--- config.mk ---
export PLATFORM = sky130hd
export DESIGN_NAME = fault_status_param_persistence
export DESIGN_NICKNAME = d
export VERILOG_FILES = /design/src/core/persist_pkg.sv /design/src/core/nvm_job_if.sv /design/src/core/nvm_sequencer.sv /design/src/core/fault_status_param_persistence.sv
export VERILOG_INCLUDE_DIRS = /design/src /design/src/core
export SDC_FILE = /design/constraint.sdc
export NUM_CORES = 1
export LEC_CHECK = 0
export BUFFER_PORTS_ARGS = -buffer_cell sky130_fd_sc_hd__clkbuf_2
export CORE_AREA = 2 2 151 138
export DETAILED_ROUTE_END_ITERATION = 16
export DIE_AREA = 0 0 153 140
export PLACE_DENSITY = 0.65
export SYNTH_ARGS = -nofsm -noshare
export SYNTH_HDL_FRONTEND = slang
export SYNTH_SLANG_ARGS = --single-unit
--- constraint.sdc ---
create_clock -name clk -period 2.8 [get_ports clk]
set_input_delay 0.7 -clock clk [delete_from_list [all_inputs] [get_ports clk]]
set_output_delay 0.7 -clock clk [all_outputs]
set_load 0.02 [all_outputs]
--- src/core/persist_defines.svh ---
// Offsets, command codes, field positions, reset values and timing counts
// for the fault status and parameter persistence block.
// Assumes inclusion by bare name from files that need these numbers.
`ifndef PERSIST_DEFINES_SVH
`define PERSIST_DEFINES_SVH

// Object indexes and sub-indexes
`define IDX_FAULT_STATUS 16'h1002
`define IDX_STORE 16'h1010
`define IDX_RESTORE 16'h1011
`define SUB_LENGTH 8'h00
`define SUB_FIRST 8'h01
`define OBJ_LENGTH 32'h0000_0001

// Command codes, first character in the lowest byte
`define CODE_SAVE 32'h6576_6173
`define CODE_BKUP 32'h7075_6B62
`define CODE_FACT 32'h7463_6166
`define CODE_LOAD 32'h6461_6F6C
`define CODE_NORM 32'h6D72_6F6E
`define CODE_HOUR 32'h7275_6F68

// Storage mode values and field bits
`define MODE_NO_SAVE 2'h0
`define MODE_ON_COMMAND 2'h1
`define MODE_AUTO 2'h2
`define MODE_BOTH 2'h3
`define MODE_AUTO_BIT 1
`define MODE_MAX 32'h0000_0003

// Restore source read-back values
`define SRC_FACTORY 2'h0
`define SRC_BACKUP 2'h1
`define SRC_NORMAL 2'h2

// Fault word field positions
`define F1_DRIVER_LSB 12
`define F1_COIL_LSB 21
`define F1_PDO_TIMEOUT 30
`define F1_CAN 31
`define F2_CAN 0
`define F2_OVERCURRENT 1
`define F2_NODE_SRC 2
`define NUM_DRIVERS 9

// Reset values
`define RST_SAVE_MODE 2'h1
`define RST_RESTORE_SRC 2'h2

// Non-volatile write timeout
`define CLK_MHZ 200
`define NVM_TIMEOUT_US 10000
`define NVM_TIMEOUT_CYC (`NVM_TIMEOUT_US * `CLK_MHZ)

`endif

--- src/core/persist_pkg.sv ---
// Types shared by the persistence block and its memory sequencer.
// Assumes nothing beyond a SystemVerilog compiler.
package persist_pkg;

  typedef enum logic [2:0] {
    OP_NONE,
    OP_STORE_NORMAL,
    OP_STORE_BACKUP,
    OP_SAVE_MODE,
    OP_SAVE_RESTORE,
    OP_AUTO_SAVE,
    OP_BOOT_LOAD
  } nvm_op_e;

  typedef enum logic [2:0] {
    ST_BOOT,
    ST_BOOT_LOAD,
    ST_BOOT_COPY,
    ST_IDLE,
    ST_JOB,
    ST_AUTO
  } ctl_state_e;

endpackage

--- src/core/nvm_job_if.sv ---
// Job hand-off between the command interpreter and the memory sequencer.
// Assumes both ends share one clock.
`timescale 1ns/1ps
interface nvm_job_if;
  import persist_pkg::*;
  logic start;
  nvm_op_e op;
  logic [31:0] arg;
  logic done;
  logic fail;
  modport ctl (output start, output op, output arg, input done, input fail);
  modport seq (input start, input op, input arg, output done, output fail);
endinterface

--- src/core/nvm_sequencer.sv ---
// Runs one non-volatile memory job on the external memory port.
// Assumes the memory controller answers each command with ack or err.
`timescale 1ns/1ps
`include "persist_defines.svh"
module nvm_sequencer import persist_pkg::*; #(
  parameter int unsigned TIMEOUT_CYC = `NVM_TIMEOUT_CYC
) (
  // Clock and reset
  input wire logic clk,
  input wire logic rst_n,
  // Job from the interpreter
  nvm_job_if.seq job,
  // Memory controller port
  output logic nvm_cmd_valid,
  output nvm_op_e nvm_cmd_op,
  output logic [31:0] nvm_cmd_arg,
  input wire logic nvm_ack,
  input wire logic nvm_err
);

  logic busy_r;
  logic [31:0] tmo_r;
  logic done_r;
  logic fail_r;
  nvm_op_e op_r;
  logic [31:0] arg_r;

  // A silent controller counts as a failed write, so the master gets an abort
  wire timed_out = busy_r && (tmo_r == TIMEOUT_CYC - 1);
  wire finish = busy_r && (nvm_ack || nvm_err || timed_out);
  wire failed = busy_r && (nvm_err || (timed_out && !nvm_ack));

  always_ff @(posedge clk) begin
    if (!rst_n) begin
      busy_r <= 1'b0;
      tmo_r <= 32'h0000_0000;
      done_r <= 1'b0;
      fail_r <= 1'b0;
      op_r <= OP_NONE;
      arg_r <= 32'h0000_0000;
    end else begin
      done_r <= finish;
      fail_r <= failed;
      if (job.start && !busy_r) begin
        busy_r <= 1'b1;
        op_r <= job.op;
        arg_r <= job.arg;
        tmo_r <= 32'h0000_0000;
      end else if (finish) begin
        busy_r <= 1'b0;
      end else if (busy_r) begin
        tmo_r <= tmo_r + 32'h0000_0001;
      end
    end
  end

  assign job.done = done_r;
  assign job.fail = fail_r;
  assign nvm_cmd_valid = busy_r;
  assign nvm_cmd_op = op_r;
  assign nvm_cmd_arg = arg_r;

endmodule

--- src/core/fault_status_param_persistence.sv ---
// Fault status words and parameter persistence objects behind SDO access.
// Assumes an SDO layer presenting one decoded request at a time, and an
// external memory controller that moves parameter images on command.
//
// Overview of operation
// - Each present fault has its own bit
// - Word one bits 0-11 general faults
// - Word one bits 12-20 driver faults
// - Bits 21-29 coil, 30 timeout, 31 CAN
// - Word two: CAN, overcurrent, node source
// - Store sub-index reads and writes storage mode
// - Storage mode itself is always persisted
// - Mode 0 none, 1 command, 2 auto, 3 both
// - Save code stores RAM to normal area
// - Backup code stores RAM regardless of mode
// - Least significant byte travels first
// - Confirm after store completes, abort on failure
// - Bad store code: no store, abort
// - Normal writes never touch backup area
// - Restore code records source for next reset
// - Factory 0, backup 1, normal 2 codes
// - Backup restore also overwrites normal area
// - Restore: update, confirm; bad code aborts unchanged
// - Hour code presets hours, clears minutes
// - Fault words read-only at index 0x1002
// - Store object supports sub-index 1, length read at 0
// - Restore object at 0x1011 sub-index 1
`timescale 1ns/1ps
`include "persist_defines.svh"
module fault_status_param_persistence import persist_pkg::*; #(
  parameter int unsigned NVM_TIMEOUT_CYC = `NVM_TIMEOUT_CYC,
  parameter int unsigned HOUR_W = 16
) (
  // Clock and reset
  input wire logic clk,
  input wire logic rst_n,
  // SDO request, data byte 0 in bits 7:0
  input wire logic req_valid,
  input wire logic req_write,
  input wire logic [15:0] req_index,
  input wire logic [7:0] req_sub,
  input wire logic [31:0] req_data,
  // SDO answer
  output logic req_busy,
  output logic rsp_valid,
  output logic rsp_abort,
  output logic [31:0] rsp_data,
  // Fault sources, levels
  input wire logic [11:0] general_fault,
  input wire logic [`NUM_DRIVERS-1:0] driver_fault,
  input wire logic [`NUM_DRIVERS-1:0] coil_fault,
  input wire logic pdo_timeout,
  input wire logic can_fault,
  input wire logic node_src_fault,
  // Values read from the persisted image at power-up
  input wire logic [1:0] boot_save_mode,
  input wire logic [1:0] boot_restore_src,
  // Parameter dictionary write event
  input wire logic param_write,
  // Hour meter
  input wire logic [HOUR_W-1:0] preset_hours,
  output logic hour_load,
  output logic [HOUR_W-1:0] hour_value,
  output logic minute_clear,
  // State shown to the rest of the module
  output logic [1:0] save_mode,
  output logic [1:0] restore_src,
  output logic boot_done,
  // Memory controller port
  output logic nvm_cmd_valid,
  output nvm_op_e nvm_cmd_op,
  output logic [31:0] nvm_cmd_arg,
  input wire logic nvm_ack,
  input wire logic nvm_err
);

  nvm_job_if job ();

  ctl_state_e st_r, st_nxt;
  logic [31:0] fault1_r;
  logic [31:0] fault2_r;
  logic [1:0] save_mode_r;
  logic [1:0] restore_src_r;
  logic [1:0] pend_val_r;
  logic pend_mode_r;
  logic pend_src_r;
  logic auto_pend_r;
  logic busy_r;
  logic rsp_valid_r;
  logic rsp_abort_r;
  logic [31:0] rsp_data_r;
  logic hour_load_r;
  logic [HOUR_W-1:0] hour_value_r;
  logic start_r;
  nvm_op_e op_r;
  logic [31:0] arg_r;
  logic boot_done_r;
  logic [1:0] boot_src_r;

  // Fault words; every fault present at once is visible
  wire [31:0] fault1_raw = {can_fault, pdo_timeout, coil_fault, driver_fault, general_fault};
  wire [31:0] fault2_raw = {29'h0000_0000, node_src_fault, general_fault[11], can_fault};

  // Request decode
  wire accept = req_valid && !busy_r;
  wire hit_fault = (req_index == `IDX_FAULT_STATUS) && (req_sub <= `SUB_FIRST);
  wire hit_store = (req_index == `IDX_STORE) && (req_sub == `SUB_FIRST);
  wire hit_rest = (req_index == `IDX_RESTORE) && (req_sub == `SUB_FIRST);
  wire hit_len = ((req_index == `IDX_STORE) || (req_index == `IDX_RESTORE)) && (req_sub == `SUB_LENGTH);
  wire rd_ok = hit_fault || hit_store || hit_rest || hit_len;

  // Exact 32-bit code compares, mode values 0 to 3 by range; a near miss is just an unknown code
  wire is_save = (req_data == `CODE_SAVE);
  wire is_bkup = (req_data == `CODE_BKUP);
  wire is_fact = (req_data == `CODE_FACT);
  wire is_load = (req_data == `CODE_LOAD);
  wire is_norm = (req_data == `CODE_NORM);
  wire is_hour = (req_data == `CODE_HOUR);
  wire is_mode = (req_data <= `MODE_MAX);

  wire wr_store = accept && req_write && hit_store;
  wire wr_rest = accept && req_write && hit_rest;
  wire store_ok = is_save || is_bkup || is_mode;
  wire rest_sel = is_fact || is_load || is_norm;
  wire bad_store = wr_store && !store_ok;
  wire bad_rest = wr_rest && !rest_sel && !is_hour;
  wire do_hour = wr_rest && is_hour;
  wire [1:0] rest_code = is_fact ? `SRC_FACTORY : (is_load ? `SRC_BACKUP : `SRC_NORMAL);

  wire [31:0] rd_data = hit_len ? `OBJ_LENGTH :
                        hit_store ? {30'h0000_0000, save_mode_r} :
                        hit_rest ? {30'h0000_0000, restore_src_r} :
                        (req_sub == `SUB_LENGTH) ? fault1_r : fault2_r;

  wire job_end = job.done;
  wire job_ok = job.done && !job.fail;
  wire auto_go = (st_r == ST_IDLE) && auto_pend_r && save_mode_r[`MODE_AUTO_BIT] && !accept;
  wire boot_backup = (boot_src_r == `SRC_BACKUP);

  // Controller sequencing
  always_comb begin
    st_nxt = st_r;
    case (st_r)
      ST_BOOT: st_nxt = ST_BOOT_LOAD;
      ST_BOOT_LOAD: if (job_end) st_nxt = (job_ok && boot_backup) ? ST_BOOT_COPY : ST_IDLE;
      ST_BOOT_COPY: if (job_end) st_nxt = ST_IDLE;
      ST_IDLE: begin
        if (accept && req_write && ((hit_store && store_ok) || (hit_rest && rest_sel))) st_nxt = ST_JOB;
        else if (auto_go) st_nxt = ST_AUTO;
      end
      ST_JOB: if (job_end) st_nxt = ST_IDLE;
      ST_AUTO: if (job_end) st_nxt = ST_IDLE;
      default: st_nxt = ST_IDLE;
    endcase
  end

  // Job launch selection
  wire launch_boot = (st_r == ST_BOOT);
  wire launch_copy = (st_r == ST_BOOT_LOAD) && job_ok && boot_backup;
  wire launch_sdo = (st_r == ST_IDLE) && (st_nxt == ST_JOB);
  wire launch = launch_boot || launch_copy || launch_sdo || auto_go;
  wire nvm_op_e sdo_op = !hit_store ? OP_SAVE_RESTORE :
                         is_save ? OP_STORE_NORMAL :
                         is_bkup ? OP_STORE_BACKUP : OP_SAVE_MODE;
  wire nvm_op_e launch_op = launch_boot ? OP_BOOT_LOAD :
                            launch_copy ? OP_STORE_NORMAL :
                            launch_sdo ? sdo_op : OP_AUTO_SAVE;
  // Straps read directly; the held copy only lands on this same edge
  wire [31:0] launch_arg = launch_boot ? {30'h0000_0000, boot_restore_src} :
                           (launch_sdo && hit_store && is_mode) ? req_data :
                           (launch_sdo && hit_rest) ? {30'h0000_0000, rest_code} : 32'h0000_0000;

  always_ff @(posedge clk) begin
    if (!rst_n) begin
      st_r <= ST_BOOT;
      fault1_r <= 32'h0000_0000;
      fault2_r <= 32'h0000_0000;
      start_r <= 1'b0;
      op_r <= OP_NONE;
      arg_r <= 32'h0000_0000;
      boot_done_r <= 1'b0;
    end else begin
      st_r <= st_nxt;
      fault1_r <= fault1_raw;
      fault2_r <= fault2_raw;
      start_r <= launch;
      op_r <= launch ? launch_op : op_r;
      arg_r <= launch ? launch_arg : arg_r;
      boot_done_r <= boot_done_r || (st_nxt == ST_IDLE);
    end
  end

  // Persisted settings are taken after reset release, never during it
  always_ff @(posedge clk) begin
    if (!rst_n) begin
      save_mode_r <= `RST_SAVE_MODE;
      restore_src_r <= `RST_RESTORE_SRC;
      boot_src_r <= `RST_RESTORE_SRC;
    end else if (st_r == ST_BOOT) begin
      save_mode_r <= boot_save_mode;
      restore_src_r <= boot_restore_src;
      boot_src_r <= boot_restore_src;
    end else if ((st_r == ST_JOB) && job_ok) begin
      if (pend_mode_r) save_mode_r <= pend_val_r;
      if (pend_src_r) restore_src_r <= pend_val_r;
    end
  end

  // Pending settings apply only once the memory write succeeded
  always_ff @(posedge clk) begin
    if (!rst_n) begin
      pend_mode_r <= 1'b0;
      pend_src_r <= 1'b0;
      pend_val_r <= 2'h0;
    end else if (launch_sdo) begin
      pend_mode_r <= hit_store && is_mode && !is_save && !is_bkup;
      pend_src_r <= hit_rest;
      pend_val_r <= hit_rest ? rest_code : req_data[1:0];
    end
  end

  // Auto-save request; a new write in the launch cycle keeps it pending
  always_ff @(posedge clk) begin
    if (!rst_n) begin
      auto_pend_r <= 1'b0;
    end else if (param_write && save_mode_r[`MODE_AUTO_BIT]) begin
      auto_pend_r <= 1'b1;
    end else if (auto_go || !save_mode_r[`MODE_AUTO_BIT]) begin
      auto_pend_r <= 1'b0;
    end
  end

  // Answer path
  wire sdo_end = (st_r == ST_JOB) && job_end;
  wire rd_req = accept && !req_write;
  wire imm_rsp = rd_req || bad_store || bad_rest || do_hour || (accept && req_write && !hit_store && !hit_rest);

  always_ff @(posedge clk) begin
    if (!rst_n) begin
      busy_r <= 1'b1;
      rsp_valid_r <= 1'b0;
      rsp_abort_r <= 1'b0;
      rsp_data_r <= 32'h0000_0000;
    end else begin
      busy_r <= (st_nxt != ST_IDLE) || launch_sdo || imm_rsp || auto_go;
      rsp_valid_r <= imm_rsp || sdo_end;
      rsp_abort_r <= sdo_end ? job.fail :
                     rd_req ? !rd_ok : !do_hour;
      rsp_data_r <= (rd_req && rd_ok) ? rd_data : 32'h0000_0000;
    end
  end

  // Hour meter preset; minutes always restart at zero
  always_ff @(posedge clk) begin
    if (!rst_n) begin
      hour_load_r <= 1'b0;
      hour_value_r <= '0;
    end else begin
      hour_load_r <= do_hour;
      hour_value_r <= do_hour ? preset_hours : hour_value_r;
    end
  end

  assign job.start = start_r;
  assign job.op = op_r;
  assign job.arg = arg_r;

  nvm_sequencer #(.TIMEOUT_CYC(NVM_TIMEOUT_CYC)) u_seq (
    .clk(clk),
    .rst_n(rst_n),
    .job(job),
    .nvm_cmd_valid(nvm_cmd_valid),
    .nvm_cmd_op(nvm_cmd_op),
    .nvm_cmd_arg(nvm_cmd_arg),
    .nvm_ack(nvm_ack),
    .nvm_err(nvm_err)
  );

  assign req_busy = busy_r;
  assign rsp_valid = rsp_valid_r;
  assign rsp_abort = rsp_abort_r;
  assign rsp_data = rsp_data_r;
  assign hour_load = hour_load_r;
  assign minute_clear = hour_load_r;
  assign hour_value = hour_value_r;
  assign save_mode = save_mode_r;
  assign restore_src = restore_src_r;
  assign boot_done = boot_done_r;
endmodule

==> results of run 1 <==
[power by group]
part	switching [mW]	internal [mW]
Clock	1.16	1.69
Combinational	0.170	0.131
Sequential	0.0181	2.97
Total	1.35	4.79
[metal layers]
metal,vias up,track usage (%),share of wire [%]
met4,0,4.68,2.2
met2,192,27.0,43
met5,-,0,0
li1,3366,-,-
met1,2985,23.7,49
met3,29,3.62,5.9
[flip-flops by register name, summed over array words and instances, names as in the netlist, 3 cells and up]
name	flops
arg_r	32
rsp_data	32
u_seq.nvm_cmd_arg	32
u_seq.tmo_r	32
fault1_r	31
hour_value	16
job.op	3
st_r	3
u_seq.nvm_cmd_op	3
[critical path, stage by stage]
cell       delay, ps
clkbuf_2         100
or4_4            530
or2_4            290
nor4_4           280
or2_1            150
o211a_1          260
buf_4            160
nand2_2           60
a2111oi_2        290
[how the worst max path moves through the flow]
stage                  from              to  slack, ps  cells after the start
3_3_place_gp   req_data[23]       job.op[1]        -90                      9
2_1_floorplan  req_data[23]  hour_value[10]         90                      9
6_report       req_data[23]       job.op[0]        370                      9
5_1_grt         req_data[9]        req_busy        150                     10
4_1_cts        req_data[23]       job.op[0]        370                      9
3_5_place_dp   req_data[23]       job.op[0]       -140                      9
[cell type report]
| cell class | count | area [um^2] | area share (%) |
|---|---|---|---|
| Clock inverter | 9 | 68.8 | 0.685 |
| Sequential cell | 206 | 4120 | 41.1 |
| Timing Repair Buffer | 248 | 1390 | 13.8 |
| Clock buffer | 31 | 674 | 6.72 |
| Inverter | 8 | 30.0 | 0.299 |
| Tap cell | 255 | 319 | 3.18 |
| Multi-Input combinational cell | 601 | 3430 | 34.2 |
[cell usage after synthesis, drive strengths merged (8+ instances only)]
| cell type | n |
|---|---|
| buf | 13 |
| xor2 | 21 |
| a21oi | 75 |
| inv | 8 |
| and2 | 94 |
| o21ai | 12 |
| nor3 | 22 |
| and3 | 9 |
| nand2 | 155 |
| nor2 | 59 |
| nand3 | 22 |
| nor4 | 19 |
| nand4 | 14 |
| or3 | 9 |
| clkbuf | 28 |
| dfxtp | 206 |
[per-stage QoR]
stage	setup slack, ps	cells
final	371	1358
after CTS	368	1358
after global placement	-94.4	1318
after detailed placement	-140	1318
after global routing	152	1358
after floorplan	94.9	856
[placed cells by master (no fill, tap or decap), types with 7 or more instances in the layout]
| master | n |
|---|---|
| buf_4 | 35 |
| nand3_1 | 21 |
| nand4_1 | 14 |
| clkbuf_16 | 22 |
| nand2_2 | 12 |
| nor4_1 | 16 |
| and3_1 | 9 |
| a21oi_2 | 10 |
| nand2_1 | 143 |
| and2_1 | 94 |
| o21ai_0 | 12 |
| clkbuf_8 | 9 |
| xnor2_1 | 7 |
| clkbuf_2 | 209 |
| dfxtp_1 | 206 |
| a21oi_1 | 65 |
| nor3_1 | 21 |
| nor2_1 | 59 |
| xor2_1 | 21 |
| or3_1 | 9 |
| inv_1 | 7 |
[cell families after synthesis]
family,after synthesis,share of synthesized area [%]
AOI/OAI and AO/OA,120,9.79
xor gates and xnor gates,28,3.15
adders and majority gates,1,0.160
buffers and inverters,49,3.10
DFF,206,52.9
muxes,6,0.802
and+or+nand+nor,446,30.1
==> summary.md, run 1 <==
| Metric | Value |
|---|---|
| Die area | `0.0214 mm^2` |
| Post-CTS resize count | `0` |
| Top FF cell, synth | `dfxtp_1` |
| Hold Path End | `fault1_r[11]` |
| Setup_tns | `0 ps` |
| Area delta synth->final | `28.8%` |
| Number of hold violations in the final report | `0` |
| Yosys warns | `0` |
| Final Util | `just over 50%` |
| Status | `finished, final reports clean` |
| # hold bufs at CTS | `0` |
| Post-DRT Antenna Nets | `0` |
| Port bufs | `209` |
| Total Power | `between 6 and 7 mW` |
| Final net count | `around 1200` |
| Detail-routed via count per cell | `between 4 and 5` |
| Worst r2r path cells | `7` |
| Layout cell share with drive strength beyond 1 | `between 20% and 30%` |
| Pin count of the biggest net entering global routing | `38` |
| RSZ-0062 raised after global routing | `no` |
| Synth top area cells | `dfxtp_1, and2_1, nand2_1, a21oi_1, nor2_1` |
| Hold_sp | `general_fault[11]` |
| Max Fclk | `412 MHz` |
| Leading area contributor after synthesis | `dfxtp_1` |
| Syn_nets | `973` |
| CTS tree | `built` |
| Worst Hold Depth | `2` |
| Max VDD drop | `about 340 uV` |
| Initial antenna violation count | `0` |
| H-tree levels | `1` |
| Die Y | `around 140 um` |
| Starting Density | `between 30% and 40%` |
| Clock skew | `18.3 ps` |
| Vias in the first global route | `a little over 6000` |
| Overflow after GRT | `0` |
| WHS | `~390 ps` |
| WP data required | `~3200 ps` |
| N_diodes | `0` |
| Core area | `between 0.015 and 0.02 mm^2` |
| Crit start category | `input port` |
| Reg clk slew, reported paths | `roughly 60 ps` |
| Asr flop ratio synth | `0%` |
| Post-CTS Setup Bufs | `0` |
| Io pins | `210` |
| Crit path time final | `between 2000 and 2500 ps` |
| Num rows | `49` |
| Gr usage total | `around 17%` |
| Crit-path max FO | `3` |
| Final Max Slew Viols | `0` |
| DPL Wire Length | `13300 um` |
| Worst slew margin | `62.7%` |
| Synth Instances | `856` |
| CTS sink count | `~210` |
| End of the worst register-to-register path | `u_seq.tmo_r[30]` |
| Top cell type's share of synthesized area | `between 50% and 60%` |
| DRC | `0` |
| Setup violations, final | `0` |
| Global-route wire length before repair | `about 30000 um` |
| Starting DRT DRC Count | `about 380` |
| Worst r2r src | `u_seq.tmo_r[2]` |
| R2R setup slack | `around 470 ps` |
| Synthesized area per cell | `between 9 and 10 um^2` |
| Post-synthesis sequential area ratio | `between 50% and 60%` |
| HP Class | `in -> reg` |
| Crit end category | `flop` |
| WL final | `between 15000 and 20000 um` |
| Worst slew pin tran | `between 500 and 600 ps` |
| Initial DRT Pass Iterations | `5` |
| Total CTS buffers | `22` |
| Filler cell count | `around 1900` |
| Mapped Area | `0.00780 mm^2` |
| Lkg Pwr | `around 4.2 nW` |
| Power Dens Cells | `approximately 600 mW/mm^2` |
| Arr. time, crit path | `2820 ps` |
| Routed len/inst | `13.5 um` |
| Longest Clk Path Bufs | `3` |
| Distinct cell type count after synthesis | `67` |
| Die Width | `153 um` |
| Post-placement cell area | `0.00930 mm^2` |
| EDFF count, synth | `0` |
| CP Class | `in -> reg` |
| Post-Layout Inst Area | `~0.01 mm^2` |
| Period utilisation layout | `~87%` |
| Clk Latency, worst-skew pair | `around 510 ps` |
| #FFs+latches synth | `~200` |
| Vias | `around 6600` |
| Root buf cell | `clkbuf_16` |
| GP Congestion | `between 0.8 and 0.9` |
| Max cap viols | `0` |
No activity file was read; power rests on OpenSTA's default activity.
==> run 2, diff against run 1 <==
- CORE_AREA: 2 2 151 138 -> 2 2 143 145
- DIE_AREA: 0 0 153 140 -> 0 0 145 147
==> summary.md, run 2 (same netlist as run 1, synthesis figures left out) <==
| Metric | Value |
|---|---|
| Clock skew | `roughly 19 ps` |
| RSZ-0062 raised after global routing | `no` |
| Lkg Pwr | `4.20 nW` |
| Post-DRT Antenna Nets | `0` |
| Core area | `around 0.02 mm^2` |
| Starting DRT DRC Count | `about 280` |
| # hold bufs at CTS | `0` |
| Period utilisation layout | `90.6%` |
| CTS sink count | `around 210` |
| Longest Clk Path Bufs | `3` |
| Initial DRT Pass Iterations | `6` |
| N_diodes | `0` |
| Starting Density | `roughly two fifths` |
| Global-route wire length before repair | `about 31000 um` |
| Sw power | `1.30 mW` |
| Vias | `around 6600` |
| Layout cell share with drive strength beyond 1 | `between 20 and 30%` |
| Reg clk slew, reported paths | `approximately 60 ps` |
| P_int | `about 4.8 mW` |
| Crit end category | `flop` |
| Power Dens Cells | `roughly 600 mW/mm^2` |
| Die Width | `~150 um` |
| Worst Hold Depth | `2` |
| Io pins | `between 200 and 250` |
| Worst slew margin | `35.5%` |
| Post-CTS Setup Bufs | `0` |
| WHS | `slightly below 400 ps` |
| Detail-routed via count per cell | `~4.8` |
| Worst r2r path cells | `7` |
| H-tree levels | `1` |
| Worst path cell trace | `clkbuf_2, nor4bb_1, buf_4, and4b_1, o2111ai_1, o211ai_1, o211a_1, a211oi_4, a22o_1` |
| Worst path slowest cell | `a211oi_4` |
| Footprint of the multi-input gates | `0.00343 mm^2` |
| Clock share of power | `approximately 46%` |
| Sequential share of power | `49.4%` |
| Initial antenna violation count | `0` |
| Post-Layout Inst Area | `0.0101 mm^2` |
| HP Class | `in -> reg` |
| Non-filler cells, final | `about 1400` |
| Clk Latency, worst-skew pair | `510 ps` |
| CP max stage delay | `~850 ps` |
| R2R setup slack | `about 380 ps` |
| Placed Instances | `1347` |
| Comb pwr share | `~5%` |
| Vias in the first global route | `6334` |
| Port bufs | `209` |
| Routed len/inst | `approximately 14 um` |
| Max cap viols | `0` |
| DRC | `0` |
| Num rows | `between 50 and 60` |
| Commonest non-fill, non-tap cell in the layout | `clkbuf_2` |
| Post-placement cell area | `roughly 0.0094 mm^2` |
| Crit start category | `input port` |
| Register Area | `around 0.0041 mm^2` |
| WL final | `18800 um` |
| Final Util | `between 50 and 60%` |
| Area delta synth->final | `29.5%` |
| Die area | `between 0.02 and 0.025 mm^2` |
| Max VDD drop | `~520 uV` |
| Max Fclk | `394 MHz` |
| DPL Wire Length | `approximately 14000 um` |
| CTS tree | `built` |
| Die Y | `147 um` |
| Filler cell count | `roughly 1900` |
| Final net count | `1218` |
| Worst slew pin tran | `between 900 and 1000 ps` |
| CP Class | `in -> reg` |
| WP data required | `between 3000 and 4000 ps` |
| Post-CTS resize count | `0` |
| GP Congestion | `~0.88` |
| Pin count of the biggest net entering global routing | `51` |
| Arr. time, crit path | `2970 ps` |
| Overflow after GRT | `0` |
| Final Max Slew Viols | `0` |
| Setup violations, final | `0` |
| Most used cells in the layout excluding fill and tap cells | `clkbuf_2, dfxtp_1, nand2_1` |
| Total CTS buffers | `22` |
| Crit path time final | `around 2500 ps` |
| Status | `finished, final reports clean` |
| Setup_tns | `0 ps` |
| Gr usage total | `roughly 17%` |
| Switch share | `a little over a fifth` |
| Crit-path max FO | `31` |
| Number of hold violations in the final report | `0` |
| Root buf cell | `clkbuf_16` |
-- run 2: critical path, delay by kind of cell --
kind / cells / cell delay, ps
AOI/OAI and AO/OA: 5 / 1720
buffers and inverters: 2 / 220
and+or+nand+nor: 2 / 330
-- run 2: final timing paths --
kind / start / end
min reg2reg: fault1_r[26] / rsp_data[26]
max reg2reg: u_seq.tmo_r[2] / u_seq.tmo_r[25]
min: general_fault[9] / fault1_r[9]
max: req_data[9] / arg_r[0]
-- run 2: per-layer routing --
metal | global-route usage (%) | up-vias | wire, um
met4 | 5.74 | 0 | 511
met2 | 29.4 | 156 | 8760
met3 | 3.20 | 40 | 895
met1 | 22.8 | 3008 | 8610
li1 | - | 3386 | -
met5 | 0 | - | 0
-- run 2: final cells by class --
| class | instances | area share [%] |
|---|---|---|
| clock buffers | 33 | 6.26 |
| inverters | 8 | 0.297 |
| clock inverters | 4 | 0.558 |
| flip-flops and latches | 206 | 40.8 |
| multi-input cells | 601 | 34.0 |
| repair buffers | 262 | 14.7 |
| well taps | 270 | 3.35 |
-- run 2: through the flow --
stage / total power, mW / setup slack, ps
6_report: 6.06 / 264
5_1_grt: 6.29 / 14.1
4_1_cts: 6.13 / 230
3_5_place_dp: 3.37 / -286
3_3_place_gp: 3.36 / -230
2_1_floorplan: 3.20 / 94.9
-- run 2: power by group through the flow --
stage	clock network [mW]	registers (mW)	logic, mW
floorplan	0	3.06	0.139
global placement	0	3.06	0.308
detailed placement	0	3.06	0.310
CTS	2.83	2.99	0.312
global route	2.95	3.00	0.344
finish	2.76	2.99	0.309
==> run 3, diff against run 2 <==
==> constraint.sdc (replaced) <==
create_clock -name clk -period 2.8 [get_ports clk]
set_input_delay 0.14 -clock clk [delete_from_list [all_inputs] [get_ports clk]]
set_output_delay 0.14 -clock clk [all_outputs]
set_load 0.02 [all_outputs]
==> summary.md, run 3 (same netlist as run 1, synthesis figures left out) <==
| Metric | Value |
|---|---|
| Status | `finished, final reports clean` |
| Crit path time final | `between 2000 and 2500 ps` |
| Total Power | `between 6 and 7 mW` |
| Die area | `approximately 0.021 mm^2` |
| Number of hold violations in the final report | `0` |
| Die Y | `approximately 150 um` |
| Reg clk slew, reported paths | `60 ps` |
| HP Class | `in -> reg` |
| H-tree levels | `1` |
| Post-DRT Antenna Nets | `0` |
| RSZ-0062 raised after global routing | `no` |
| Io pins | `210` |
| Port bufs | `roughly 210` |
| M1 GR Usage | `around a quarter` |
| Setup_tns | `0 ps` |
| Worst slew pin tran | `~870 ps` |
| Layout cell share with drive strength beyond 1 | `a little over a quarter` |
| Num rows | `52` |
| Clock skew | `18.4 ps` |
| Final Max Slew Viols | `0` |
| Initial DRT Pass Iterations | `5` |
| M2 GR Usage | `between 30% and 40%` |
| Crit end category | `flop` |
| DRC | `0` |
| Routed len/inst | `13.9 um` |
| CTS tree | `built` |
| Clk Latency, worst-skew pair | `about 500 ps` |
| Post-CTS resize count | `0` |
| Crit start category | `flop` |
| Most used cells in the layout excluding fill and tap cells | `clkbuf_2, dfxtp_1, nand2_1` |
| Setup violations, final | `0` |
| Crit-path max FO | `31` |
| Max cap viols | `0` |
| Placed Instances | `approximately 1300` |
| Worst slew margin | `41.6%` |
| Power Dens Cells | `603 mW/mm^2` |
| Root buf cell | `clkbuf_16` |
| Lkg Pwr | `~4.3 nW` |
| Core area | `between 0.015 and 0.02 mm^2` |
| Final net count | `approximately 1200` |
| Commonest non-fill, non-tap cell in the layout | `clkbuf_2` |
| DPL Wire Length | `13700 um` |
| Initial antenna violation count | `0` |
| Area delta synth->final | `33.6%` |
| Non-filler cells, final | `1406` |
| Final Util | `between 50% and 60%` |
| WP data required | `3230 ps` |
| CP Class | `reg -> reg` |
| Global-route wire length before repair | `between 30000 and 40000 um` |
| Vias in the first global route | `between 6000 and 7000` |
| Max Fclk | `between 400 and 500 MHz` |
| Detail-routed via count per cell | `~4.7` |
| Longest Clk Path Bufs | `3` |
| Overflow after GRT | `0` |
| Grt met3 use | `2.86%` |
| Pin count of the biggest net entering global routing | `57` |
| WL final | `between 15000 and 20000 um` |
| Starting Density | `between 30 and 40%` |
| Vias | `6676` |
| Starting DRT DRC Count | `~330` |
| Max VDD drop | `between 400 and 500 uV` |
| GRT Max-Usage Layer | `met2` |
| N_diodes | `0` |
| Arr. time, crit path | `roughly 2800 ps` |
| Die Width | `roughly 150 um` |
| GP Congestion | `about 0.86` |
| Gr usage total | `17.8%` |
| CTS sink count | `around 210` |
| Total CTS buffers | `22` |
| Period utilisation layout | `85.5%` |
-- run 3: changes by cell type in the layout (fill, tap and decap cells not counted) --
cell           previous run  this run
clkbuf_8                  4         7
buf_4                    50        17
dlygate4sd3_1             0        57
clkbuf_1                  7         2
bufinv_16                 1         2
buf_12                    3         0
clkinv_2                  2         4
-- run 3: worst paths after layout --
path,from,end,slack [ps],depth (start not counted)
max reg2reg,req_busy,arg_r[29],410,7
min,rst_n,save_mode[0],20,2
min reg2reg,fault1_r[3],rsp_data[3],420,1
max,req_busy,arg_r[29],410,7
-- run 3: metrics by stage --
stage	setup WS (ps)	hold slack, ps	cell area (um^2)
finish	406	23.8	10400
global route	168	29.5	10400
CTS	367	2.07	10400
detailed placement	128	350	9100
global placement	154	346	9100
floorplan	655	257	7800
-- run 3: final cells by class --
type / count / area, um^2
fill: 1844 / 9420
tap: 270 / 338
sequential: 206 / 4120
timing repair buffer: 283 / 1740
multi-input combinational: 601 / 3430
clock inverter: 7 / 96.3
clock buffer: 31 / 654
inverter: 8 / 30.0
-- run 3: where the power goes --
part / internal (mW) / switching [mW] / total (mW)
Combinational: 0.172 / 0.181 / 0.353
Sequential: 2.97 / 0.0178 / 2.99
Clock: 1.81 / 1.13 / 2.94
Total: 4.95 / 1.33 / 6.28
-- run 3: repair_timing --
item / CTS / global route
hold buffers: 57 / 0
endpoints found under the hold margin: 56 / 0
setup buffers: 0 / 0
-- run 3: worst max-delay path, stage by stage (launching register included) --
cell and delay [ps]:
dfxtp_1 320, nand2b_1 170, and3_1 220, a31o_2 280, nor2_1 230, inv_1 130
a211oi_4 750, and2_1 230
-- run 3: layer usage --
metal	wire (um)	part of all wire, %
met1	8970	46
met2	9250	47
met3	860	4.4
met4	520	2.7
met5	0	0
